[src/rtl/video_cfg_pkg.sv]
// constants and types shared by the video configuration block
package video_cfg_pkg;
  localparam logic [7:0]  OP_CONTROL_SECOND = 8'h2D;
  localparam logic [7:0]  OP_V_TABLE        = 8'h2E;
  localparam logic [7:0]  OP_U_TABLE        = 8'h2F;
  localparam logic [7:0]  OP_PROGRAM        = 8'h30;
  localparam logic [5:0]  SHORT_FRAME_BITS  = 6'h18;
  localparam logic [5:0]  LONG_FRAME_BITS   = 6'h28;
  localparam logic [5:0]  MAX_FRAME_BITS    = 6'h28;
  localparam int          ENABLE_BIT        = 15;
  localparam int          STANDARD_BIT      = 14;
  localparam int          RUN_LEN_HI        = 13;
  localparam int          RUN_LEN_LO        = 10;
  localparam int          LINES_HI          = 9;
  localparam int          LINES_LO          = 0;
  localparam int          CODE_HI           = 7;
  localparam int          CODE_LO           = 6;
  localparam int          AMOUNT_HI         = 5;
  localparam int          AMOUNT_LO         = 3;
  localparam int          SHIFT_HI          = 2;
  localparam int          SHIFT_LO          = 0;
  localparam int          ENTRY_BITS        = 4;
  localparam int          CMD_BITS          = 8;
  localparam logic [15:0] CONTROL_RESET     = 16'h0000;
  localparam logic [15:0] TABLE_RESET       = 16'h0000;
  localparam logic [31:0] PROGRAM_RESET     = 32'h0000_0000;
  localparam logic [3:0]  PROTO_RUN_LAST    = 4'h7;
  localparam logic [3:0]  PROGRAM_STEPS     = 4'h4;
  localparam logic [7:0]  FULL_MASK         = 8'hFF;
  localparam logic [2:0]  MAX_AMOUNT_FIELD  = 3'h7;
  localparam longint      CLK_HZ            = 50_000_000;
  localparam longint      NTSC_SUB_HZ       = 3_579_545;
  localparam longint      PAL_SUB_HZ        = 4_433_618;
  localparam int          PHASE_W           = 32;
  localparam logic [31:0] NTSC_STEP         = 32'((NTSC_SUB_HZ << PHASE_W) / CLK_HZ);
  localparam logic [31:0] PAL_STEP          = 32'((PAL_SUB_HZ << PHASE_W) / CLK_HZ);
  typedef enum logic [1:0] {
    PICK_V    = 2'h0,
    PICK_U    = 2'h1,
    PICK_Y    = 2'h2,
    PICK_NONE = 2'h3
  } pick_code_t;
  typedef enum logic [2:0] {
    SPI_IDLE  = 3'h1,
    SPI_SHIFT = 3'h2,
    SPI_HOLD  = 3'h4
  } spi_state_t;
  typedef struct packed {
    logic [7:0]  opcode;
    logic [31:0] data;
  } cfg_write_t;
endpackage

[src/rtl/cfg_stream_if.sv]
// valid/ready carrier for committed register writes
`timescale 1ns/1ps
interface cfg_stream_if;
  video_cfg_pkg::cfg_write_t data;
  logic                      valid;
  logic                      ready;
  modport source (output data, output valid, input ready);
  modport sink   (input data, input valid, output ready);
endinterface

[src/rtl/cfg_write_buffer.sv]
// two-entry buffer for committed register writes
`timescale 1ns/1ps
module cfg_write_buffer (
  input  wire logic         clk,
  input  wire logic         rstn,
  cfg_stream_if.sink        fill,
  cfg_stream_if.source      drain
);
  import video_cfg_pkg::*;

  cfg_write_t entry [2];
  logic       wr_ptr;
  logic       rd_ptr;
  logic [1:0] count;
  logic       push;
  logic       pop;

  assign fill.ready  = (count != 2'h2);
  assign drain.valid = (count != 2'h0);
  assign drain.data  = entry[rd_ptr];
  assign push        = fill.valid && fill.ready;
  assign pop         = drain.valid && drain.ready;

  always_ff @(posedge clk or negedge rstn) begin
    if (!rstn) begin
      entry[0] <= '0;
      entry[1] <= '0;
    end else if (push) begin
      entry[wr_ptr] <= fill.data;
    end
  end

  always_ff @(posedge clk or negedge rstn) begin
    if (!rstn) begin
      wr_ptr <= 1'b0;
      rd_ptr <= 1'b0;
      count  <= 2'h0;
    end else begin
      if (push) wr_ptr <= ~wr_ptr;
      if (pop) rd_ptr <= ~rd_ptr;
      count <= 2'(count + {1'b0, push} - {1'b0, pop});
    end
  end
endmodule

[src/rtl/video_generator_config_regs.sv]
// serial-loaded video configuration registers and microcode engine
// Notes on behaviour
// - opcode 2Dh loads control word on release
// - bit 15 enables generator, reset off
// - bit 14 selects PAL, negating V alternately
// - subcarrier 3.579545 or 4.433618 MHz by standard
// - run lasts field plus one cycles
// - protolines always run eight cycles
// - line total is field plus one
// - after last line restart index fetch
// - opcode 2Eh loads V table on release
// - V table four nibbles, entry three high
// - two V bits choose table entry
// - opcode 2Fh loads U table on release
// - U table laid out like V table
// - opcode 30h loads 32-bit program on release
// - program cycle n uses byte n
// - top two bits choose V, U, Y, none
// - translation selects table, Y always from data
// - amount taken is field plus one bits
// - data shifts by zero to seven bits
// - translate input selects table for U and V
`timescale 1ns/1ps
module video_generator_config_regs (
  input  wire logic        clk,
  input  wire logic        rstn,
  input  wire logic        sclk,
  input  wire logic        select_line_n,
  input  wire logic        mosi,
  input  wire logic        chroma_translate,
  input  wire logic        protoline,
  input  wire logic        line_done,
  input  wire logic [15:0] sram_word,
  output logic             video_enabled,
  output logic             video_standard_sel,
  output logic             subcarrier_clock,
  output logic             index_restart,
  output logic [9:0]       current_line,
  output logic [7:0]       y_value,
  output logic [5:0]       u_value,
  output logic [5:0]       v_value
);
  import video_cfg_pkg::*;

  cfg_stream_if to_buffer ();
  cfg_stream_if from_buffer ();

  cfg_write_buffer u_buffer (
    .clk   (clk),
    .rstn  (rstn),
    .fill  (to_buffer.sink),
    .drain (from_buffer.source)
  );

  // pin sampling, three stages each
  logic [2:0] sclk_s;
  logic [2:0] sel_s;
  logic [2:0] mosi_s;
  logic       sclk_q;
  logic       sel_n_q;
  logic       sclk_rise;

  always_ff @(posedge clk or negedge rstn) begin
    if (!rstn) begin
      sclk_s <= 3'h0;
      sel_s  <= 3'h7;
      mosi_s <= 3'h0;
    end else begin
      sclk_s <= {sclk_s[1:0], sclk};
      sel_s  <= {sel_s[1:0], select_line_n};
      mosi_s <= {mosi_s[1:0], mosi};
    end
  end

  always_ff @(posedge clk or negedge rstn) begin
    if (!rstn) begin
      sclk_q  <= 1'b0;
      sel_n_q <= 1'b1;
    end else begin
      if (sclk_s[1] == sclk_s[2]) sclk_q <= sclk_s[2];
      if (sel_s[1] == sel_s[2]) sel_n_q <= sel_s[2];
    end
  end

  assign sclk_rise = (sclk_s[1] == sclk_s[2]) && sclk_s[2] && !sclk_q && !sel_n_q;

  // serial frame capture
  spi_state_t  state;
  logic [39:0] shift_in;
  logic [5:0]  bit_count;
  cfg_write_t  pending;
  logic        frame_ok;
  cfg_write_t  framed;

  always_comb begin
    framed   = '0;
    frame_ok = 1'b0;
    if (bit_count == SHORT_FRAME_BITS) begin
      framed.opcode = shift_in[23:16];
      framed.data   = {16'h0000, shift_in[15:0]};
      frame_ok      = (framed.opcode == OP_CONTROL_SECOND) || (framed.opcode == OP_V_TABLE) ||
                      (framed.opcode == OP_U_TABLE);
    end else if (bit_count == LONG_FRAME_BITS) begin
      framed.opcode = shift_in[39:32];
      framed.data   = shift_in[31:0];
      frame_ok      = (framed.opcode == OP_PROGRAM);
    end
  end

  always_ff @(posedge clk or negedge rstn) begin
    if (!rstn) begin
      state     <= SPI_IDLE;
      shift_in  <= '0;
      bit_count <= 6'h0;
      pending   <= '0;
    end else begin
      case (state)
        SPI_IDLE: begin
          bit_count <= 6'h0;
          if (!sel_n_q) state <= SPI_SHIFT;
        end
        SPI_SHIFT: begin
          if (sel_n_q) begin
            pending <= framed;
            state   <= frame_ok ? SPI_HOLD : SPI_IDLE;
          end else if (sclk_rise) begin
            shift_in <= {shift_in[38:0], mosi_s[2]};
            // count one past the longest frame so overlong frames are dropped
            if (bit_count <= MAX_FRAME_BITS) bit_count <= 6'(bit_count + 6'h1);
          end
        end
        SPI_HOLD: begin
          if (to_buffer.ready) state <= SPI_IDLE;
        end
        default: state <= SPI_IDLE;
      endcase
    end
  end

  assign to_buffer.valid = (state == SPI_HOLD);
  assign to_buffer.data  = pending;

  // configuration registers
  logic [15:0] video_control_second;
  logic [15:0] v_translate_table;
  logic [15:0] u_translate_table;
  logic [31:0] microcode_program;
  logic [3:0]  run_length;
  logic [9:0]  frame_line_total;
  logic [3:0]  run_cycle;
  logic [3:0]  run_last;
  logic        run_end;
  logic        apply;

  assign run_length       = video_control_second[RUN_LEN_HI:RUN_LEN_LO];
  assign frame_line_total = video_control_second[LINES_HI:LINES_LO];
  assign video_enabled      = video_control_second[ENABLE_BIT];
  assign video_standard_sel = video_control_second[STANDARD_BIT];
  assign run_last = protoline ? PROTO_RUN_LAST : run_length;
  // protoline dropping mid-run ends the run at once instead of wrapping the counter
  assign run_end  = (run_cycle >= run_last);
  // writes land only between runs so a run never sees a half-changed program
  assign from_buffer.ready = !video_enabled || run_end;
  assign apply = from_buffer.valid && from_buffer.ready;

  always_ff @(posedge clk or negedge rstn) begin
    if (!rstn) begin
      video_control_second <= CONTROL_RESET;
      v_translate_table    <= TABLE_RESET;
      u_translate_table    <= TABLE_RESET;
      microcode_program    <= PROGRAM_RESET;
    end else if (apply) begin
      case (from_buffer.data.opcode)
        OP_CONTROL_SECOND: video_control_second <= from_buffer.data.data[15:0];
        OP_V_TABLE:        v_translate_table    <= from_buffer.data.data[15:0];
        OP_U_TABLE:        u_translate_table    <= from_buffer.data.data[15:0];
        OP_PROGRAM:        microcode_program    <= from_buffer.data.data;
        default:           microcode_program    <= microcode_program;
      endcase
    end
  end

  // microcode run sequencing
  logic [7:0]  cmd;
  logic        exec;
  pick_code_t  cmd_code;
  logic [2:0]  cmd_shift;
  logic [7:0]  pick_mask;
  logic [7:0]  picked;
  logic [15:0] window;
  logic [1:0]  entry_sel;
  logic [3:0]  v_entry;
  logic [3:0]  u_entry;
  logic [5:0]  v_raw;
  logic        pal_line;

  assign exec      = video_enabled && (run_cycle < PROGRAM_STEPS);
  assign cmd       = microcode_program[CMD_BITS * run_cycle[1:0] +: CMD_BITS];
  assign cmd_code  = pick_code_t'(cmd[CODE_HI:CODE_LO]);
  assign cmd_shift = cmd[SHIFT_HI:SHIFT_LO];
  assign pick_mask = FULL_MASK >> (MAX_AMOUNT_FIELD - cmd[AMOUNT_HI:AMOUNT_LO]);
  assign picked    = window[7:0] & pick_mask;
  assign entry_sel = window[1:0];
  assign v_entry   = v_translate_table[ENTRY_BITS * entry_sel +: ENTRY_BITS];
  assign u_entry   = u_translate_table[ENTRY_BITS * entry_sel +: ENTRY_BITS];
  assign v_raw     = chroma_translate ? {2'h0, v_entry} : picked[5:0];

  always_ff @(posedge clk or negedge rstn) begin
    if (!rstn) begin
      run_cycle <= 4'h0;
    end else if (!video_enabled || run_end) begin
      run_cycle <= 4'h0;
    end else begin
      run_cycle <= 4'(run_cycle + 4'h1);
    end
  end

  always_ff @(posedge clk or negedge rstn) begin
    if (!rstn) begin
      window <= 16'h0000;
    end else if (!video_enabled || run_end) begin
      window <= sram_word;
    end else if (exec) begin
      window <= window >> cmd_shift;
    end
  end

  always_ff @(posedge clk or negedge rstn) begin
    if (!rstn) begin
      y_value <= 8'h00;
      u_value <= 6'h00;
      v_value <= 6'h00;
    end else if (exec) begin
      case (cmd_code)
        PICK_V:  v_value <= (video_standard_sel && pal_line) ? 6'(-v_raw) : v_raw;
        PICK_U:  u_value <= chroma_translate ? {2'h0, u_entry} : picked[5:0];
        PICK_Y:  y_value <= picked;
        default: y_value <= y_value;
      endcase
    end
  end

  // line counting and index restart
  always_ff @(posedge clk or negedge rstn) begin
    if (!rstn) begin
      current_line  <= 10'h000;
      index_restart <= 1'b0;
      pal_line      <= 1'b0;
    end else if (!video_enabled) begin
      current_line  <= 10'h000;
      index_restart <= 1'b0;
      pal_line      <= 1'b0;
    end else begin
      index_restart <= 1'b0;
      if (line_done) begin
        pal_line <= ~pal_line;
        if (current_line == frame_line_total) begin
          current_line  <= 10'h000;
          index_restart <= 1'b1;
        end else begin
          current_line <= 10'(current_line + 10'h001);
        end
      end
    end
  end

  // subcarrier phase accumulator
  logic [31:0] phase;

  always_ff @(posedge clk or negedge rstn) begin
    if (!rstn) begin
      phase            <= 32'h0000_0000;
      subcarrier_clock <= 1'b0;
    end else if (!video_enabled) begin
      phase            <= 32'h0000_0000;
      subcarrier_clock <= 1'b0;
    end else begin
      phase            <= 32'(phase + (video_standard_sel ? PAL_STEP : NTSC_STEP));
      subcarrier_clock <= phase[PHASE_W-1];
    end
  end

  // checks
  property p_control_commit;
    @(posedge clk) disable iff (!rstn)
    apply && from_buffer.data.opcode == OP_CONTROL_SECOND |=>
      video_enabled == $past(from_buffer.data.data[ENABLE_BIT]) &&
      video_standard_sel == $past(from_buffer.data.data[STANDARD_BIT]);
  endproperty
  a_control_commit: assert property (p_control_commit) else $error("control word not committed");

  property p_program_commit;
    @(posedge clk) disable iff (!rstn)
    apply && from_buffer.data.opcode == OP_PROGRAM |=> microcode_program == $past(from_buffer.data.data);
  endproperty
  a_program_commit: assert property (p_program_commit) else $error("program not committed");

  property p_table_commit;
    @(posedge clk) disable iff (!rstn)
    apply && from_buffer.data.opcode == OP_V_TABLE |=> v_translate_table == $past(from_buffer.data.data[15:0]);
  endproperty
  a_table_commit: assert property (p_table_commit) else $error("V table not committed");

  property p_release_commit;
    @(posedge clk) disable iff (!rstn)
    state == SPI_SHIFT && sel_n_q && frame_ok |=> to_buffer.valid;
  endproperty
  a_release_commit: assert property (p_release_commit) else $error("release did not offer write");

  property p_run_wrap;
    @(posedge clk) disable iff (!rstn)
    video_enabled && !protoline && run_cycle == run_length |=> run_cycle == 4'h0;
  endproperty
  a_run_wrap: assert property (p_run_wrap) else $error("run length wrong");

  property p_proto_run;
    @(posedge clk) disable iff (!rstn)
    video_enabled && protoline && run_cycle == PROTO_RUN_LAST |=> run_cycle == 4'h0;
  endproperty
  a_proto_run: assert property (p_proto_run) else $error("protoline run not eight cycles");

  property p_frame_wrap;
    @(posedge clk) disable iff (!rstn)
    video_enabled && line_done && current_line == frame_line_total |=> current_line == 10'h000 && index_restart;
  endproperty
  a_frame_wrap: assert property (p_frame_wrap) else $error("frame did not restart");

  property p_shift_window;
    @(posedge clk) disable iff (!rstn)
    exec && !run_end |=> window == ($past(window) >> $past(cmd_shift));
  endproperty
  a_shift_window: assert property (p_shift_window) else $error("data shift wrong");

  property p_v_translate;
    @(posedge clk) disable iff (!rstn)
    exec && cmd_code == PICK_V && chroma_translate && !video_standard_sel |=> v_value == {2'h0, $past(v_entry)};
  endproperty
  a_v_translate: assert property (p_v_translate) else $error("V table entry not chosen");

  property p_subcarrier_step;
    @(posedge clk) disable iff (!rstn)
    video_enabled && $past(video_enabled) && !video_standard_sel && $stable(video_control_second) |->
      phase == 32'($past(phase) + NTSC_STEP);
  endproperty
  a_subcarrier_step: assert property (p_subcarrier_step) else $error("subcarrier step wrong");

  c_program_write: cover property (@(posedge clk) disable iff (!rstn) apply && from_buffer.data.opcode == OP_PROGRAM);
  c_buffer_stall: cover property (@(posedge clk) disable iff (!rstn) to_buffer.valid && !to_buffer.ready);
  c_frame_restart: cover property (@(posedge clk) disable iff (!rstn) index_restart);
endmodule

[config.mk]
export PLATFORM = sky130hd
export DESIGN_NAME = video_generator_config_regs
export DESIGN_NICKNAME = d
export VERILOG_FILES = /design/src/rtl/video_cfg_pkg.sv /design/src/rtl/cfg_stream_if.sv /design/src/rtl/cfg_write_buffer.sv /design/src/rtl/video_generator_config_regs.sv
export SDC_FILE = /design/constraint.sdc
export NUM_CORES = 1
export LEC_CHECK = 0
export ABC_AREA = 0
export BUFFER_PORTS_ARGS = -buffer_cell sky130_fd_sc_hd__buf_4
export CAP_MARGIN = 5
export CORE_MARGIN = 3
export CORE_UTILIZATION = 55
export DETAILED_ROUTE_END_ITERATION = 10
export PLACE_DENSITY = 0.84
export SLEW_MARGIN = 15
export SYNTH_ARGS = -nofsm -noshare
export SYNTH_HDL_FRONTEND = slang
export SYNTH_SLANG_ARGS = --single-unit
export TNS_END_PERCENT = 50
[constraint.sdc]
create_clock -name clk -period 6.1 [get_ports clk]
set_input_delay 1.83 -clock clk [delete_from_list [all_inputs] [get_ports clk]]
set_output_delay 1.83 -clock clk [all_outputs]
set_load 0.02 [all_outputs]
After elaboration in Yosys (flattened, before gate mapping)

Index checks and enable logic that the tools add are counted.
Widths: inputs -> output; s select.

Input bits: 24
Bits in registers: 349
Output and inout port bits: 34
Logic and storage cells: 149

Equal/unequal tests: 26
Add/sub/neg operators: 8
Bitwise gates (word level): 7
Reduce and logical (&&, ||, !) cells: 29
Shift operators: 5
Muxes and demuxes: 37
$lt $le $gt $ge: 6

Operators with widths:

| operator              | count |
|---|---|
| $mux 40               | 6 |
| $bwmux 80             | 1 |
| $eq 8x6->1 const B    | 8 |
| $demux 40 s1          | 1 |
| $mux 6                | 6 |
| $add 32x29->32        | 1 |
| $mux 16               | 2 |
| $mux 32               | 1 |
| $shiftx 16x5->4       | 2 |
| $shiftx 32x6->8       | 1 |
| $mux 10               | 3 |
| $mux 27               | 1 |
| $ne 2x2->1 const B    | 8 |
| $reduce_and 2->1      | 8 |
| $shr 16x3->16         | 1 |
| $mux 3                | 4 |
| $pmux 6 s2            | 1 |
| $add 10x1->10 const B | 1 |
| $eq 10x10->1          | 1 |
| $pmux 3 s3            | 1 |
| $and 8x8->8           | 1 |
| $logic_and 1x1->1     | 8 |
| $mux 1                | 8 |
| $mux 4                | 2 |
| other kinds (28)      | 41 |

Depth between registers and ports, before layout

Gate-level depths: netlist of the first run.

Depth after elaboration: 7
Mapped depth: 13
Gate-level depth less buffers: 12

Cells and area by module

From an unflattened synthesis of the first run, not the netlist that was laid out.

Cells, all modules: 1299
Area total of the unflattened synthesis: 16594.7 sq um

Modules (own cells, without submodules):

| module                      | sequential area each (sq um) | area each (sq um) | times used | cells each |
|---|---|---|---|---|
| video_generator_config_regs | 6612.6                       | 12525.8           | 1          | 1067 |
| cfg_write_buffer            | 2102.0                       | 4068.9            | 1          | 232 |

Worst setup path after synthesis of the first run

No wires, ideal clock.

Path kind: input port to flip-flop
Start: in protoline
End: reg v_translate_table[10]
Buffers on the path: 1
Arrival time: 4.002 ns
Slack: 1.973 ns
Stages on the path: 10
Required time: 5.975 ns
Library setup time: 0.125 ns
Path through: or2_2 > ha_1 > nand2b_1 > a21o_1 > a21o_1 > a21oi_4 > nor3_2 > nand4_1 > buf_2 > mux2_2

Cells in the longest elaborated chain, start to end: 5

RTL lines:

| item                       | RTL line                           | source |
|---|---|---|
| start, declared            | video_generator_config_regs.sv:31  | `input wire logic protoline,` |
| $mux 4                     | video_generator_config_regs.sv:159 | `assign run_last = protoline ? PROTO_RUN_LAST : run_length;` |
| $ge 4x4->1                 | video_generator_config_regs.sv:161 | `assign run_end = (run_cycle >= run_last);` |
| $logic_or 1x1->1           | video_generator_config_regs.sv:163 | `assign from_buffer.ready = !video_enabled \|\| run_end;` |
| $logic_and 1x1->1          | video_generator_config_regs.sv:164 | `assign apply = from_buffer.valid && from_buffer.ready;` |
| $reduce_and 2->1 (no line) | n/a                                |  |
| end signal, assigned       | video_generator_config_regs.sv:175 | `OP_V_TABLE: v_translate_table <= from_buffer.data.data[15:0];` |
| end, declared              | video_generator_config_regs.sv:145 | `logic [15:0] v_translate_table;` |

No other way between the ends.
A chain may end at the register's enable or synchronous reset.

Worst setup path after layout of the first run

Start: in protoline
End: reg v_translate_table[12]

The elaborated chain is that of the path after synthesis.

==> summary.md, run 1 <==
| Metric | Value |
|---|---|
| Post-synthesis mux area share | 20.9% |
| # port buffers | 57 |
| DIE WIDTH | 177 microns |
| Hold Buf Count CTS | 0 |
| Routed WL per cell | 19.2 microns |
| Area added between synthesis and finish | 12.0% |
| Final Cell Area | 18000 sq um |
| RD Place Congestion | 0.845 |
| Clk_lat worst skew | 510 ps |
| Finish-stage setup viols | 0 |
| Hold Crit Class | flop to flop |
| H-tree depth | 2 |
| Via Count | 10.2k |
| First-pass GRT wire length | 54700 microns |
| Synth Area in XOR/XNOR | 2.56% |
| Max cap viols | 0 |
| Placed insts | 1661 |
| Synth Instances | 1282 |
| Syn Area/Cell | 12.5 sq um |
| Synth area leaders | dfrtp_1 53%, mux2_2 14%, mux2_1 2.8%, mux2i_1 2.3%, nand2_1 2.3% |
| Final worst-path cycle share | 68.8% |
| Slew Limit Fails | 0 |
| Seq cells post-synth | 348 |
| Post-Layout Cell Count | 1724 |
| First-pass iteration count of the detailed router | 5 |
| Tmin final | 4190 ps |
| Via/cell ratio | 5.90 |
| Commonest non-fill, non-tap cell in the layout | dfrtp_1 |
| Unrepaired setup endpoints after global routing | no |
| Root Driver | clkbuf_16 |
| Met1 wire length | 14400 microns |
| Fmax | 0.238 GHz |
| Mapped Nets | 1332 |
| Initial Util | 56.9% |
| Fillers | 1996 |
| Post-synth top area share | 53.5% |
| Critical path capture point type | flop |
| Most frequent cells in the layout | 343 x dfrtp_1, 196 x mux2_2, 98 x nand2_1 |
| Die ar. | 31300 sq um |
| Core ar. | 28200 sq um |
| Setup ws final | 1910 ps |
| Setup TNS | 0 ps |
| Adder-Cell Fraction of Synth Area | 2.09% |
| Largest family of logic cells by synthesized area | multiplexers |
| CTS sink cnt | 348 |
| Post-Synth Simple-Gate Area | 9.11% |
| Gr usage total | 21.5% |
| Synth area leader | dfrtp_1 |
| Status | completed |
| Post-DP HPWL | 21200 microns |
| Post-synth ARST share | 100% |
| Antenna Nets Post-Route | 0 |
| WP data arrival | 4580 ps |
| Remaining Overflow, GRT | 0 |
| Initial antenna violation count | 0 |
| Met3 wire len | 1440 microns |
| DRC viols | 0 |
| Die Y | 177 microns |
| Post-CTS sizing | 0 |
| Most common flop cell mapped by yosys | dfrtp_1 |
| Proportion of layout cells with a drive suffix above 1 | 26.4% |
| Nets@finish | 1372 |
| Actual slew at the worst max-slew pin | 1010 ps |
| Syn. warnings | 0 |
| DP Worst Slack | 1440 ps |
| I/O pin count | 58 |
| Worst-path fanout max | 16 |
| Post-synthesis cell area | 16100 sq um |
| Num CTS Buffers | 37 |
| R2R setup slack | 2750 ps |
| Vias in the first global route | 10.5k |
| Row cnt | 61 |
| Synth Area in Compound Gates | 8.62% |
| Largest net degree at the start of global routing | 132 |
| Post-CTS Setup Inserts | 0 |
| TritonCTS clock tree | yes |
| Worst clock skew | 8.30 ps |
| DRT iter0 DRCs | 731 |
| Setup CP Type | input port to flop |
| Final hold vios | 0 |
| VDD IR-drop max | 240 uV |
| Total power | 4.74 mW |
| Top sig layer | met4 |
| Req. time, crit path | 6480 ps |
| Sequential share of the synthesized area | 54.3% |
| Longest Clk Path Bufs | 3 |
| Metal2 WL | 16500 microns |
| Post-synth EDFFs | 0 |
| Clock transition at path regs | 60 ps |
| Library cells used by synthesis | 70 |
| Post-place instance area | 16800 sq um |
| Power Density | 264 nW/um^2 |
| Worst setup SP type | input port |
| Rel. slew slack | 32.6% |
| Routed WL | 33100 microns |
| Pleak | 8.78 nW |
| # diodes | 0 |
[synthesized netlist by cell type, types with 4 or more instances]
library cell	number
a211oi_1	4
a21boi_0	6
a21o_1	10
a21oi_1	29
a221o_1	8
a22o_1	32
a31oi_1	7
and2_1	21
and3_1	9
buf_2	16
buf_6	4
clkbuf_1	43
dfrtp_1	343
dfstp_2	5
ha_1	26
inv_1	21
mux2_1	40
mux2_2	196
mux2i_1	37
mux4_2	13
nand2_1	98
nand2b_1	17
nand3_1	15
nand3b_1	7
nand4_1	10
nor2_1	67
nor2b_1	17
nor3_1	6
nor4_1	4
o21ai_0	38
o21ai_1	13
o221ai_1	8
o31ai_1	6
or2_2	5
or3_1	5
xnor2_1	20
xor2_1	27
[path summary, 6_finish.rpt]
path | from | to | depth (start not counted)
hold / removal | mosi_s[1] | mosi_s[2] | 0
setup / recovery | protoline | v_translate_table[12] | 10
min in group asynchronous | rstn | phase[14] | 1
setup reg to reg | run_cycle[0] | v_translate_table[12] | 9
max in group asynchronous | rstn | sel_s[2] | 2
hold reg to reg | mosi_s[1] | mosi_s[2] | 0
[worst max-delay path, stage by stage]
cell and delay [ps]:
buf_4 120, or2_2 280, ha_1 270, nand2b_1 90
a21o_1 110, a21o_1 180, a21oi_4 120, nor3_2 290
nand4_1 720, mux2_2 560
[metrics by stage]
step	utilization (%)	hold slack, ps
floorplan	-	331
detailed placement	59.4	336
global placement	59.4	334
finish	63.7	348
global route	63.7	352
CTS	63.7	349
[power breakdown]
| part | total [mW] | internal, mW | switching, mW |
|---|---|---|---|
| clock | 2.27 | 1.42 | 0.853 |
| sequential | 2.35 | 2.33 | 0.0176 |
| combinational | 0.121 | 0.0390 | 0.0825 |
[metal layers]
metal	up-vias	track usage (%)
li1	4683	-
met1	5202	29.1
met2	222	36.3
met3	56	3.43
met4	0	6.45
met5	-	0
[flip-flops by register name (all words and copies together) (netlist names), 31 cells and up]
register / count
microcode_program: 32
phase: 31
pending: 40
shift_in: 40
u_buffer.entry: 80
[kinds of logic (layout without fill, tap and decap cells)]
group / Yosys count / count (layout)
compound gates: 190 / 190
xor+xnor: 47 / 47
fa+ha+maj: 27 / 27
buf+inv: 87 / 151
mux: 288 / 288
simple gates: 295 / 295
flops: 348 / 348
[layout make-up]
class	instances	area, sq um	share of cell area, %
timing repair buffer	67	536	2.98
clock inverter	9	195	1.08
inverter	21	78.8	0.438
clock buffer	54	1030	5.72
multi-input combinational	847	6960	38.7
tap	378	473	2.63
sequential	348	8710	48.4
(Power assumes the default switching activity.)
==> run 2, diff against run 1 <==
--- a/config.mk
+++ b/config.mk
@@ -11,7 +11,7 @@
 export CORE_MARGIN = 3
 export CORE_UTILIZATION = 55
 export DETAILED_ROUTE_END_ITERATION = 10
-export PLACE_DENSITY = 0.84
+export PLACE_DENSITY = 0.87
 export SLEW_MARGIN = 15
 export SYNTH_ARGS = -nofsm -noshare
 export SYNTH_HDL_FRONTEND = slang
==> constraint.sdc (replaced) <==
create_clock -name clk -period 3.66 [get_ports clk]
set_input_delay 1.098 -clock clk [delete_from_list [all_inputs] [get_ports clk]]
set_output_delay 1.098 -clock clk [all_outputs]
set_load 0.02 [all_outputs]
==> run 2 against run 1 <==
  * First-iteration DRC count is 6.4% lower
  * Via count is 1.9% higher
  * Sequential share of layout area is 0.71 points lower
  * Power is 70% higher
  * Utilization is 0.95 points higher
  * Clock-buffer cell count is 2 lower
  * Sequential power is 66% higher
  * Combinational power is 74% higher
  * Critical endpoint is now u_buffer.count[1]
  * Largest power group is now the clock network
==> summary.md, run 2 (same netlist as run 1, synthesis figures left out) <==
| Metric | Value |
|---|---|
| DIE WIDTH | 177 microns |
| Worst-path fanout max | 4 |
| Num CTS Buffers | 37 |
| Pleak | 8.92 nW |
| Proportion of layout cells with a drive suffix above 1 | 27.9% |
| Largest registers | u_buffer.entry x80, pending x40, shift_in x40 |
| First-pass iteration count of the detailed router | 5 |
| Via Count | 10.4k |
| Initial antenna violation count | 0 |
| # diodes | 0 |
| Core ar. | 28200 sq um |
| I/O pin count | 58 |
| Post-CTS sizing | 0 |
| Final hold vios | 0 |
| Area added between synthesis and finish | 13.7% |
| DRC viols | 0 |
| Longest Clk Path Bufs | 3 |
| Status | completed |
| Tmin final | 3100 ps |
| Power Density | 442 nW/um^2 |
| Total power | 8.06 mW |
| Die Y | 177 microns |
| Unrepaired setup endpoints after global routing | no |
| Finish-stage setup viols | 0 |
| RD Place Congestion | 0.845 |
| Largest net degree at the start of global routing | 87 |
| Fmax | 0.322 GHz |
| Req. time, crit path | 4110 ps |
| Min-delay src | mosi_s[1] |
| VDD IR-drop max | 282 uV |
| Routed WL | 34600 microns |
| Hold Buf Count CTS | 0 |
| Setup TNS | 0 ps |
| WP data arrival | 3550 ps |
| Worst setup SP type | input port |
| Via/cell ratio | 5.94 |
| Remaining Overflow, GRT | 0 |
| Final Cell Area | 18300 sq um |
| Clk_lat worst skew | 520 ps |
| Die ar. | 31300 sq um |
| Placed insts | 1675 |
| # port buffers | 57 |
| Critical R2R Launch | run_cycle[0] |
| Gr usage total | 22.5% |
| Row cnt | 61 |
| Worst clock skew | 20.1 ps |
| Post-CTS Setup Inserts | 0 |
| Number of flip-flops in the largest register | 80 |
| Commonest non-fill, non-tap cell in the layout | dfrtp_1 |
| CTS sink cnt | 348 |
| Setup CP Type | input port to flop |
| Worst setup startpoint | protoline |
| Biggest register | u_buffer.entry |
| Root Driver | clkbuf_16 |
| DRT iter0 DRCs | 684 |
| Clock transition at path regs | 60 ps |
| First-pass GRT wire length | 56900 microns |
| Actual slew at the worst max-slew pin | 685 ps |
| Hold Crit Class | flop to flop |
| Antenna Nets Post-Route | 0 |
| Initial Util | 56.9% |
| Max cap viols | 0 |
| Vias in the first global route | 10.8k |
| Rel. slew slack | 54.3% |
| H-tree depth | 2 |
| Fillers | 1958 |
| Slew Limit Fails | 0 |
| TritonCTS clock tree | yes |
| Post-Layout Cell Count | 1743 |
| Post-DP HPWL | 22000 microns |
| Most frequent cells in the layout | 343 x dfrtp_1, 196 x mux2_2, 98 x nand2_1 |
| Final worst-path cycle share | 84.8% |
| Post-place instance area | 17000 sq um |
| Nets@finish | 1386 |
| Critical path capture point type | flop |
| Routed WL per cell | 19.8 microns |
-- run 2: cell count changes in the layout (fill, tap and decap cells not counted), moves of 3 or more --
cell	previous run	this run
clkbuf_1	13	7
buf_4	64	71
clkinvlp_4	0	3
buf_12	2	9
clkinv_2	3	7
-- run 2: cell type report --
class                      instances  area [sq um]  share of cell area (%)
sequential                       348          8710                    47.7
multi-input combinational        847          6960                    38.1
clock buffer                      52          1080                    5.94
timing repair buffer              81           728                    3.99
tap                              378           473                    2.59
clock inverter                    16           216                    1.19
inverter                          21          78.8                   0.432
-- run 2: stage by stage --
stage	hold WS, ps	setup slack (ps)	util, %
after global placement	339	216	60.0
after floorplan	331	265	-
final	351	558	64.7
after CTS	351	568	64.7
after detailed placement	337	120	60.0
after global routing	357	447	64.7
-- run 2: worst paths after layout --
path                                          end  cells past startpoint  slack, ps
worst max-delay path            u_buffer.count[1]                     13        560
worst min-delay path                    mosi_s[2]                      0        350
worst max register to register  u_buffer.count[1]                     12        780
worst min register to register          mosi_s[2]                      0        350
max in group asynchronous                 sel_n_q                      2       2220
min in group asynchronous               phase[14]                      1        570
-- run 2: worst max-delay path: stages --
cell and delay, ps:
buf_4 120, or2_2 290, ha_1 280, nand2b_1 140
a21o_1 180, a21o_1 220, a21oi_4 220, nor2_1 120
ha_1 310, inv_1 40, ha_1 190, xnor2_1 200
xnor2_1 150
-- run 2: metal layers --
metal	track usage [%]	share of wire [%]	up-vias
li1	-	-	4722
met1	29.1	42	5247
met2	38.6	50	294
met3	3.93	4.9	90
met4	7.82	3.2	0
met5	0	0	-
-- run 2: where the power goes --
part | leakage [nW] | total (mW) | internal (mW) | switching (mW)
sequential | 4.72 | 3.91 | 3.88 | 0.0287
combinational | 3.56 | 0.210 | 0.0703 | 0.140
clock | 0.635 | 3.94 | 2.43 | 1.51
total | 8.92 | 8.06 | 6.38 | 1.68
